[src/febc_defines.vh]
// Constants for the flash erase and blank check host sequencer.
`ifndef FEBC_DEFINES_VH
`define FEBC_DEFINES_VH
// Flash command addresses and data.
`define FEBC_ADDR_UNLOCK1  26'h0000555
`define FEBC_ADDR_UNLOCK2  26'h00002aa
`define FEBC_DATA_UNLOCK1  16'h00aa
`define FEBC_DATA_UNLOCK2  16'h0055
`define FEBC_DATA_SETUP    16'h0080
`define FEBC_DATA_CHIP     16'h0010
`define FEBC_DATA_SECTOR   16'h0030
`define FEBC_DATA_BLANK    16'h0033
`define FEBC_DATA_SUSPEND  16'h00b0
`define FEBC_DATA_RESUME   16'h0030
`define FEBC_DATA_SRREAD   16'h0070
`define FEBC_DATA_SRCLEAR  16'h0071
`define FEBC_DATA_ERASED   16'hffff
// Status register bit positions.
`define FEBC_SR_READY      7
`define FEBC_SR_ERASEFAIL  5
// Command codes written to the control register.
`define FEBC_OP_NONE       3'h0
`define FEBC_OP_CHIP       3'h1
`define FEBC_OP_SECTOR     3'h2
`define FEBC_OP_BLANK      3'h3
`define FEBC_OP_SUSPEND    3'h4
`define FEBC_OP_RESUME     3'h5
`define FEBC_OP_CLEAR      3'h6
`define FEBC_OP_HWRESET    3'h7
// Wishbone register offsets (word index in adr bits 3:2).
`define FEBC_REG_CTRL      2'h0
`define FEBC_REG_SECTOR    2'h1
`define FEBC_REG_STATUS    2'h2
// Bus strobe and flash reset timing in clock cycles (5 ns each).
`define FEBC_T_WE_LOW      4'h8
`define FEBC_T_WE_HIGH     4'h8
`define FEBC_T_OE_LOW      4'hf
`define FEBC_T_RST_LOW     8'h64
`define FEBC_T_RST_RECOVER 16'h2710
`endif

[src/febc_sync.v]
// Two flip-flop synchroniser for one input pin.
`timescale 1ns/1ps
module febc_sync (
   input  wire clk_i,
   input  wire rst_i,
   input  wire d_i,
   output wire q_o
);
   reg meta_ff;
   reg q_ff;

   // First stage feeds only the second stage.
   always @(posedge clk_i) begin
      if (rst_i) begin
         meta_ff <= 1'b1;
         q_ff    <= 1'b1;
      end else begin
         meta_ff <= d_i;
         q_ff    <= meta_ff;
      end
   end

   assign q_o = q_ff;
endmodule

[src/febc_host.v]
// Host sequencer that drives flash erase, blank check and suspend commands.
//
// The placing of the registers and the Wishbone register port were chosen for this implementation.
`timescale 1ns/1ps
`include "febc_defines.vh"
module febc_host (
   input  wire        clk_i,
   input  wire        rst_i,
   input  wire [31:0] wb_adr_i,
   input  wire [31:0] wb_dat_i,
   input  wire        wb_we_i,
   input  wire [3:0]  wb_sel_i,
   input  wire        wb_cyc_i,
   input  wire        wb_stb_i,
   output reg  [31:0] wb_dat_o,
   output reg         wb_ack_o,
   output reg  [25:0] flash_addr_o,
   output reg  [15:0] flash_dq_o,
   output reg         flash_dq_oe_o,
   input  wire [15:0] flash_dq_i,
   output reg         flash_ce_n_o,
   output reg         flash_we_n_o,
   output reg         flash_oe_n_o,
   output reg         flash_reset_n_o,
   input  wire        ready_busy_n_i
);
   localparam ST_IDLE  = 4'h0;
   localparam ST_WRITE = 4'h1;
   localparam ST_WHIGH = 4'h2;
   localparam ST_NEXT  = 4'h3;
   localparam ST_WAIT  = 4'h4;
   localparam ST_SRCMD = 4'h5;
   localparam ST_READ  = 4'h6;
   localparam ST_RSTLO = 4'h7;
   localparam ST_RSTRC = 4'h8;

   reg [3:0]  state_ff;
   reg [2:0]  op_ff;
   reg [2:0]  step_ff;
   reg [2:0]  nsteps_ff;
   reg [15:0] cnt_ff;
   reg [25:0] sector_ff;
   reg [15:0] sr_ff;
   reg        busy_ff;
   reg        suspended_ff;
   reg        chip_run_ff;
   reg        overlay_ff;
   reg        refused_ff;
   reg        fail_ff;
   reg        blank_bad_ff;
   reg [2:0]  pend_op_ff;
   reg [15:0] dq_in_ff;
   reg [15:0] dq_meta_ff;
   wire       rb_n;
   reg [25:0] nxt_addr;
   reg [15:0] nxt_data;
   wire       wb_req;
   wire       wr_ctrl;

   febc_sync u_rb (
      .clk_i (clk_i),
      .rst_i (rst_i),
      .d_i   (ready_busy_n_i),
      .q_o   (rb_n)
   );

   // Data pins pass two flip-flops before use.
   always @(posedge clk_i) begin
      dq_meta_ff <= flash_dq_i;
      dq_in_ff   <= dq_meta_ff;
   end

   assign wb_req  = wb_cyc_i & wb_stb_i & ~wb_ack_o;
   assign wr_ctrl = wb_req & wb_we_i & wb_sel_i[0] &
                    (wb_adr_i[3:2] == `FEBC_REG_CTRL);

   // Address and data of the current write step of the sequence.
   always @* begin
      nxt_addr = `FEBC_ADDR_UNLOCK1;
      nxt_data = `FEBC_DATA_UNLOCK1;
      case (op_ff)
         `FEBC_OP_CHIP, `FEBC_OP_SECTOR: begin
            case (step_ff)
               3'h0: begin
                  nxt_addr = `FEBC_ADDR_UNLOCK1;
                  nxt_data = `FEBC_DATA_UNLOCK1;
               end
               3'h1, 3'h4: begin
                  nxt_addr = `FEBC_ADDR_UNLOCK2;
                  nxt_data = `FEBC_DATA_UNLOCK2;
               end
               3'h2: begin
                  nxt_addr = `FEBC_ADDR_UNLOCK1;
                  nxt_data = `FEBC_DATA_SETUP;
               end
               3'h3: begin
                  nxt_addr = `FEBC_ADDR_UNLOCK1;
                  nxt_data = `FEBC_DATA_UNLOCK1;
               end
               default: begin
                  if (op_ff == `FEBC_OP_CHIP) begin
                     nxt_addr = `FEBC_ADDR_UNLOCK1;
                     nxt_data = `FEBC_DATA_CHIP;
                  end else begin
                     nxt_addr = sector_ff;
                     nxt_data = `FEBC_DATA_SECTOR;
                  end
               end
            endcase
         end
         `FEBC_OP_BLANK: begin
            nxt_addr = sector_ff | `FEBC_ADDR_UNLOCK1;
            nxt_data = `FEBC_DATA_BLANK;
         end
         `FEBC_OP_SUSPEND: nxt_data = `FEBC_DATA_SUSPEND;
         `FEBC_OP_RESUME:  nxt_data = `FEBC_DATA_RESUME;
         `FEBC_OP_CLEAR:   nxt_data = `FEBC_DATA_SRCLEAR;
         default:          nxt_data = `FEBC_DATA_SRREAD;
      endcase
   end

   // Wishbone slave: one wait state, ack for one cycle.
   always @(posedge clk_i) begin
      if (rst_i) begin
         wb_ack_o  <= 1'b0;
         wb_dat_o  <= 32'h00000000;
         sector_ff <= 26'h0000000;
      end else begin
         wb_ack_o <= wb_req;
         if (wb_req & wb_we_i & wb_sel_i[0] &
             (wb_adr_i[3:2] == `FEBC_REG_SECTOR))
            sector_ff <= wb_dat_i[25:0];
         if (wb_req & ~wb_we_i) begin
            case (wb_adr_i[3:2])
               `FEBC_REG_SECTOR: wb_dat_o <= {6'h00, sector_ff};
               `FEBC_REG_STATUS: wb_dat_o <= {sr_ff, 7'h00, overlay_ff,
                  refused_ff, fail_ff, blank_bad_ff, chip_run_ff,
                  suspended_ff, ~rb_n, busy_ff, state_ff == ST_IDLE};
               default:          wb_dat_o <= 32'h00000000;
            endcase
         end
      end
   end

   // Sequencer for flash bus cycles and host-side operation tracking.
   always @(posedge clk_i) begin
      if (rst_i) begin
         state_ff        <= ST_IDLE;
         op_ff           <= `FEBC_OP_NONE;
         pend_op_ff      <= `FEBC_OP_NONE;
         step_ff         <= 3'h0;
         nsteps_ff       <= 3'h0;
         cnt_ff          <= 16'h0000;
         sr_ff           <= 16'h0000;
         busy_ff         <= 1'b0;
         suspended_ff    <= 1'b0;
         chip_run_ff     <= 1'b0;
         overlay_ff      <= 1'b0;
         refused_ff      <= 1'b0;
         fail_ff         <= 1'b0;
         blank_bad_ff    <= 1'b0;
         flash_addr_o    <= 26'h0000000;
         flash_dq_o      <= 16'h0000;
         flash_dq_oe_o   <= 1'b0;
         flash_ce_n_o    <= 1'b1;
         flash_we_n_o    <= 1'b1;
         flash_oe_n_o    <= 1'b1;
         flash_reset_n_o <= 1'b1;
      end else begin
         if (wr_ctrl)
            overlay_ff <= wb_dat_i[3];
         case (state_ff)
            ST_IDLE: begin
               if (wr_ctrl & (wb_dat_i[2:0] != `FEBC_OP_NONE)) begin
                  refused_ff <= 1'b0;
                  op_ff      <= wb_dat_i[2:0];
                  step_ff    <= 3'h0;
                  state_ff   <= ST_WRITE;
                  cnt_ff     <= 16'h0000;
                  case (wb_dat_i[2:0])
                     `FEBC_OP_CHIP, `FEBC_OP_SECTOR: begin
                        nsteps_ff <= 3'h5;
                        if (busy_ff | suspended_ff) begin
                           refused_ff <= 1'b1;
                           state_ff   <= ST_IDLE;
                        end
                     end
                     `FEBC_OP_BLANK: begin
                        nsteps_ff <= 3'h0;
                        if (busy_ff | suspended_ff) begin
                           refused_ff <= 1'b1;
                           state_ff   <= ST_IDLE;
                        end
                     end
                     `FEBC_OP_SUSPEND: begin
                        nsteps_ff <= 3'h0;
                        if (~busy_ff | chip_run_ff | suspended_ff |
                            wb_dat_i[3]) begin
                           refused_ff <= 1'b1;
                           state_ff   <= ST_IDLE;
                        end
                     end
                     `FEBC_OP_RESUME: begin
                        nsteps_ff <= 3'h0;
                        if (~suspended_ff | wb_dat_i[3]) begin
                           refused_ff <= 1'b1;
                           state_ff   <= ST_IDLE;
                        end
                     end
                     `FEBC_OP_HWRESET: begin
                        state_ff        <= ST_RSTLO;
                        flash_reset_n_o <= 1'b0;
                     end
                     default: nsteps_ff <= 3'h0;
                  endcase
               end else if (busy_ff & rb_n) begin
                  op_ff    <= `FEBC_OP_NONE;
                  state_ff <= ST_SRCMD;
                  cnt_ff   <= 16'h0000;
               end
            end
            ST_WRITE: begin
               flash_addr_o  <= nxt_addr;
               flash_dq_o    <= nxt_data;
               flash_dq_oe_o <= 1'b1;
               flash_ce_n_o  <= 1'b0;
               flash_we_n_o  <= 1'b0;
               cnt_ff        <= cnt_ff + 16'h0001;
               if (cnt_ff[3:0] == `FEBC_T_WE_LOW) begin
                  flash_we_n_o <= 1'b1;
                  cnt_ff       <= 16'h0000;
                  state_ff     <= ST_WHIGH;
               end
            end
            ST_WHIGH: begin
               cnt_ff <= cnt_ff + 16'h0001;
               if (cnt_ff[3:0] == `FEBC_T_WE_HIGH) begin
                  flash_ce_n_o  <= 1'b1;
                  flash_dq_oe_o <= 1'b0;
                  cnt_ff        <= 16'h0000;
                  state_ff      <= ST_NEXT;
               end
            end
            ST_NEXT: begin
               if (step_ff != nsteps_ff) begin
                  step_ff  <= step_ff + 3'h1;
                  state_ff <= ST_WRITE;
               end else begin
                  state_ff <= ST_IDLE;
                  case (op_ff)
                     `FEBC_OP_CHIP: begin
                        busy_ff     <= 1'b1;
                        chip_run_ff <= 1'b1;
                        state_ff    <= ST_WAIT;
                     end
                     `FEBC_OP_SECTOR, `FEBC_OP_BLANK: begin
                        busy_ff  <= 1'b1;
                        state_ff <= ST_WAIT;
                     end
                     `FEBC_OP_SUSPEND: begin
                        suspended_ff <= 1'b1;
                        busy_ff      <= 1'b0;
                        state_ff     <= ST_WAIT;
                     end
                     `FEBC_OP_RESUME: begin
                        suspended_ff <= 1'b0;
                        busy_ff      <= 1'b1;
                        state_ff     <= ST_WAIT;
                     end
                     default: op_ff <= `FEBC_OP_NONE;
                  endcase
               end
            end
            ST_WAIT: begin
               // Give the flash time to drop or raise its busy pin.
               cnt_ff <= cnt_ff + 16'h0001;
               if (cnt_ff[3:0] == `FEBC_T_OE_LOW) begin
                  cnt_ff   <= 16'h0000;
                  state_ff <= ST_IDLE;
                  if (op_ff == `FEBC_OP_SUSPEND)
                     state_ff <= ST_SRCMD;
               end
            end
            ST_SRCMD: begin
               // Status read command, then one read of the status word.
               flash_addr_o  <= `FEBC_ADDR_UNLOCK1;
               flash_dq_o    <= `FEBC_DATA_SRREAD;
               flash_dq_oe_o <= 1'b1;
               flash_ce_n_o  <= 1'b0;
               flash_we_n_o  <= 1'b0;
               cnt_ff        <= cnt_ff + 16'h0001;
               if (cnt_ff[3:0] == `FEBC_T_WE_LOW) begin
                  flash_we_n_o  <= 1'b1;
                  flash_dq_oe_o <= 1'b0;
                  cnt_ff        <= 16'h0000;
                  state_ff      <= ST_READ;
               end
            end
            ST_READ: begin
               flash_oe_n_o <= 1'b0;
               cnt_ff       <= cnt_ff + 16'h0001;
               if (cnt_ff[3:0] == `FEBC_T_OE_LOW) begin
                  flash_oe_n_o <= 1'b1;
                  flash_ce_n_o <= 1'b1;
                  sr_ff        <= dq_in_ff;
                  cnt_ff       <= 16'h0000;
                  state_ff     <= ST_IDLE;
                  if (dq_in_ff[`FEBC_SR_READY]) begin
                     busy_ff      <= 1'b0;
                     chip_run_ff  <= 1'b0;
                     fail_ff      <= dq_in_ff[`FEBC_SR_ERASEFAIL];
                     blank_bad_ff <= dq_in_ff[`FEBC_SR_ERASEFAIL];
                  end
               end
            end
            ST_RSTLO: begin
               cnt_ff <= cnt_ff + 16'h0001;
               if (cnt_ff[7:0] == `FEBC_T_RST_LOW) begin
                  flash_reset_n_o <= 1'b1;
                  cnt_ff          <= 16'h0000;
                  state_ff        <= ST_RSTRC;
               end
            end
            ST_RSTRC: begin
               cnt_ff <= cnt_ff + 16'h0001;
               if (cnt_ff == `FEBC_T_RST_RECOVER) begin
                  busy_ff      <= 1'b0;
                  suspended_ff <= 1'b0;
                  chip_run_ff  <= 1'b0;
                  fail_ff      <= 1'b1;
                  op_ff        <= `FEBC_OP_NONE;
                  state_ff     <= ST_IDLE;
               end
            end
            default: state_ff <= ST_IDLE;
         endcase
      end
   end
endmodule

[config.mk]
export PLATFORM = sky130hd
export DESIGN_NAME = febc_host
export DESIGN_NICKNAME = d
export VERILOG_FILES = /design/src/febc_sync.v /design/src/febc_host.v
export VERILOG_INCLUDE_DIRS = /design/src
export SDC_FILE = /design/constraint.sdc
export NUM_CORES = 1
export LEC_CHECK = 0
export BUFFER_PORTS_ARGS = -buffer_cell sky130_fd_sc_hd__buf_2
export CORE_ASPECT_RATIO = 0.75
export CORE_MARGIN = 10
export CORE_UTILIZATION = 23
export DETAILED_ROUTE_END_ITERATION = 8
export PLACE_DENSITY = 0.41
export RECOVER_POWER = 50
export SETUP_SLACK_MARGIN = 0.1
export SKIP_LAST_GASP = 1
export SLEW_MARGIN = 5
export SYNTH_ARGS = -nofsm -noshare
export SYNTH_HDL_FRONTEND = slang
export SYNTH_SLANG_ARGS = --single-unit
[constraint.sdc]
create_clock -name clk_i -period 2.5 [get_ports clk_i]
set_input_delay 0.125 -clock clk_i [delete_from_list [all_inputs] [get_ports clk_i]]
set_output_delay 0.125 -clock clk_i [all_outputs]
set_load 0.05 [all_outputs]
# Word level (Yosys, flattened, before mapping)

Index checks and enable logic that the tools add are counted.

Equality and inequality tests: 48
Add/subtract/negate cells: 2
Bitwise gates (word level): 20
Muxes and demuxes: 74
Reduce and logical (&&, ||, !) cells: 40

Operator list:

| cell                  | number |
|---|---|
| $pmux 16 s5           | 2 |
| $pmux 26 s2           | 3 |
| $mux 16               | 5 |
| $pmux 32 s2           | 1 |
| $mux 4                | 9 |
| $pmux 4 s9            | 1 |
| $pmux 16 s2           | 1 |
| $mux 3                | 10 |
| $mux 26               | 1 |
| $mux 1                | 25 |
| $ne 2x2->1 const B    | 12 |
| $pmux 8 s3            | 1 |
| $eq 3x3->1 const B    | 7 |
| $eq 3x2->1 const B    | 6 |
| $add 16x1->16 const B | 1 |
| $eq 16x14->1 const B  | 1 |
| $eq 4x3->1 const B    | 4 |
| $pmux 1 s3            | 5 |
| $reduce_bool 3->1     | 5 |
| $eq 4x4->1 const B    | 3 |
| $pmux 3 s2            | 2 |
| $pmux 3 s4            | 1 |
| $reduce_and 3->1      | 4 |
| $reduce_and 4->1      | 3 |
| 30 further kinds      | 71 |

Logic and storage cells: 211
Flip-flop bits (word level): 192
Output and inout port bits: 80
Input port bits: 90

# Logic depth before layout (Yosys ltp)

Word-level depth: 8
Depth in mapped cells: 9
Depth with buffers taken out: 9

# Modules after synthesis

A second synthesis with hierarchy kept.

Cells, all modules: 798
Area, all modules: 7,163.1 um2

Modules (own cells, without submodules):

| module    | area each (um2) | cells an instance | times used | seq. area each (um2) |
|---|---|---|---|---|
| febc_host | 7,110.6         | 794               | 1          | 3,603.5 |
| febc_sync | 52.6            | 4                 | 1          | 40.0 |

# Worst setup path before layout

Ideal clock, no wire load.

Path kind: register to register
From: register step_ff[0]
To: register flash_addr_o[15]
Required time: 2.440 ns
Period minus slack after synthesis: 2.057 ns
Cell stages (with the launch flop): 10
Path slack: 0.443 ns
Setup time: 0.060 ns
Arrival: 1.997 ns
Buffers on the path: 2
Cells stage by stage: dfxtp_1 inv_1 ha_1 mux2_4 nor4_2 maj3_1 and3_1 buf_4 buf_6 a22o_1

Longest elaborated chain between the ends: 5
Elaborated cells on any way between the ends: 10
Those cells by class: eq/ne: 4; mux: 3; reduce/logical: 3

RTL lines:

| element                                                             | line            | text |
|---|---|---|
| start: declaration                                                  | febc_host.v:39  | `reg [2:0] step_ff;` |
| start signal: assignment                                            | febc_host.v:246 | `step_ff <= step_ff + 3'h1;` |
| $eq 3x2->1 (tied with other cells)                                  | febc_host.v:83  | `case (step_ff)` |
| $reduce_or 3->1 (no source line) or $reduce_or 2->1 (tied branches) | --              |  |
| $pmux 26 s2 *                                                       | febc_host.v:83  |  |
| $pmux 26 s2 *                                                       | febc_host.v:81  | `case (op_ff)` |
| $pmux 26 s2 *                                                       | febc_host.v:172 | `case (state_ff)` |
| end signal: assignment                                              | febc_host.v:223 | `flash_addr_o <= nxt_addr;` |
| end signal: assignment                                              | febc_host.v:286 | `` flash_addr_o <= `FEBC_ADDR_UNLOCK1; `` |
| end: declaration                                                    | febc_host.v:17  | `output reg [25:0] flash_addr_o,` |

Mark *: on every way between the ends. The rest lies on a longest branch, timed or not.
A chain may end at the register's enable or synchronous reset.

# Worst setup path in the final report

From: register step_ff[0]
To: register flash_addr_o[21]

The elaborated chain is that of the path after synthesis.

==> reports/qor.txt <==
Routed Antenna Nets -> 0
Mapped Area -> 0.007420 mm^2
Post-synth ARST share -> 0
TritonRoute pass-1 iters -> 6
Global-route wire length before repair -> 38520 um
Post-Synth XOR/XNOR Area -> 0.008263
DPL Wire Length -> 17920 um
Crit Path Category -> reg -> reg
Final hold vios -> 0
Nets@finish -> 1093
Worst-margin pin slew -> 1.107 ns
Total I/O pin count -> 170
Delay-heaviest family, CP -> simple AND/OR/NAND/NOR gates
Cell variety after synth -> 78
Largest family of logic cells by synthesized area -> simple AND/OR/NAND/NOR gates
TritonCTS clock tree -> built
Fin crit share -> 0.8657
Req. time, crit path -> 2.89 ns
Final GP Congestion -> 0.7818
Clock buffer count from CTS -> 17
Core ar. -> 0.03153 mm^2
CP startpoint kind -> register
RSZ-0062 raised after global routing -> false
Mux contribution to synthesized area -> 0.004722
Port-buffer cells -> 122
Post-Synth Adder-Cell Area -> 0.02125
Initial Util -> 0.2353
Status -> finished clean
Setup TNS -> 0 ns
Cell accounting for the most synthesized area -> dfxtp_1
Level count of the clock H-tree -> 4
Number of max-cap violations -> 0
Crit path largest cell delay -> 0.41 ns
Hold WS -> 0.03107 ns
ANT cells -> 0
VDD IR max -> 369.7 uV
Hold crit path type -> in -> reg
Final worst slack -> 0.3358 ns
R2r startpoint -> step_ff[0]
Placed cell count -> 1337
Largest net degree at the start of global routing -> 59
Sequential-to-total area share from yosys stat -> 0.4911
Seq. cell area -> 0.003646 mm^2
Crit end category -> register
FP Rows -> 56
Max-slew headroom -> 0.2621
Slowest-stage cell, CP -> dfxtp_2
Global route total overflow -> 0
Fin crit period -> 2.164 ns
Crit path launch -> step_ff[0]
Post-Synthesis Cells -> 832
Via Count -> 6669
CTS root buf -> clkbuf_16
Routed len/inst -> 17.71 um
Initial antenna violation count -> 0
Num Clock Sinks -> 182
# DRC -> 0
Critical path fanouts, max -> 15
GRT Util Overall -> 0.1248
Vias per inst -> 4.726
Setup violators final -> 0
Top cells by area, synth -> dfxtp_1 49%, nand2_1 6.4%, a21oi_1 5.8%
Vias in the first global route -> 6453
Clock Latency Late Sink -> 0.45 ns
1st-iter DRT viols -> 434
Clock slew at reported path FFs -> 0.08 ns
Post-synthesis simple-gate area fraction -> 0.2216
Critical Path AT -> 2.56 ns
Hold path start -> wb_dat_i[0]
Die H -> 175.5 um
Synth warn -> 0
Final Non-Filler Cells -> 1411
Fill count -> 3431
Die area -> 0.03992 mm^2
Deepest clock path buffer count -> 2
Crit path buffers/inverters -> 2
Fmax achieved -> 0.4621 GHz
Area of the multi-input gates -> 0.003440 mm^2
Most common cell in the netlist -> dfxtp_1
Die Wd -> 227.4 um
Top cells by count, synth -> 182 x dfxtp_1, 127 x nand2_1, 86 x a21oi_1
DP Worst Slack -> 0.2451 ns
Ys flop type -> dfxtp_1
Postcts setup bufs -> 0
Post-Route WL -> 24990 um
Area Overhead vs Synth -> 27.29%
Layout cells sized above 1 -> 0.1363
#FFs+latches synth -> 182
Synth Area in Compound Gates -> 0.2034
EDFF count, synth -> 0
Pins Over Slew Limit -> 0
Leakage -> 0.003425 uW
Yosys top cell area share -> 0.4911
Power density cells -> 742.7 mW/mm^2
Clock Skews -> 0.01027 ns
Avg Cell Area, Syn -> 8.918 um^2
Cell Chain, Critical Path -> inv_1, ha_1, mux2_4, nor4_2, maj3_1, and3_1, buf_12, a22o_1
## cell type report
cell class                 instances  share of cell area
sequential                       182              0.3861
multi-input combinational        579              0.3642
tap                              406             0.05379
timing repair buffer             196              0.1282
clock inverter                    12             0.01404
clock buffer                      20             0.04730
inverter                          16            0.006359
## cells in the final DEF, fill, tap and decap left out, drive strengths merged, types with 8 or more instances in the layout
cell type	instances
nand2b	9
o21ai	40
conb	8
nor2	69
ha	11
a22oi	11
inv	23
nor4	8
a222oi	19
dlygate4sd3	42
and3	9
nor3	12
nand4	16
nand2	128
buf	77
a22o	18
nor3b	11
nand3	21
a31oi	10
dfxtp	182
a21oi	86
clkbuf	97
## per-layer routing
layer / global-route usage / wire length [um]
met1: 0.1717 / 12520
met2: 0.1900 / 11060
met3: 0.03645 / 1260
met4: 0.02328 / 157
met5: 0 / 0
## cell families after synthesis
family / after synthesis
other: 1
adder cells (fa/ha/maj): 13
buffers and inverters: 78
flip-flops: 182
AND/OR/NAND/NOR: 324
AO/OA/AOI/OAI: 224
multiplexers: 3
XOR/XNOR: 7
## path summary, 6_finish.rpt
path,to,slack (ns),depth (start not counted)
setup / recovery,flash_addr_o[21],0.34,8
hold / removal,sector_ff[0],0.03,3
setup reg to reg,flash_addr_o[21],0.34,8
hold reg to reg,dq_in_ff[12],0.33,0
## sequential cells by signal (all words and copies together) (netlist names), 3 cells and up
| register | count |
|---|---|
| dq_in_ff | 16 |
| step_ff | 3 |
| op_ff | 3 |
| wb_dat_o | 32 |
| dq_meta_ff | 16 |
| sr_ff | 16 |
| flash_dq_o | 8 |
| flash_addr_o | 26 |
| sector_ff | 26 |
| state_ff | 4 |
| cnt_ff | 16 |
## through the flow
stage	cell area, um^2	util	total power [uW]
after floorplan	7446	-	3965
after global placement	8542	0.2709	4343
after detailed placement	8542	0.2709	4341
after CTS	9542	0.3026	7133
after global routing	9444	0.2995	7340
final	9444	0.2995	7014
## report_power, final
part | internal, uW | leakage [uW] | switching (uW) | total (uW)
clock | 1440 | 0.000281 | 1270 | 2710
combinational | 391 | 0.00166 | 792 | 1180
sequential | 3010 | 0.00148 | 109 | 3120
total | 4840 | 0.00342 | 2170 | 7010
## worst min-delay path, cell delays in order
cell	delay (ns)
buf_2	0.17
nand2_1	0.08
a21oi_1	0.05
## timing repair
item                                   4_1_cts  5_1_grt
endpoints found under the hold margin       43        0
gates resized for setup                      0        2
setup endpoints to repair                    0       15
hold buffers                                42        0
Power figures use the tool's default switching activity.
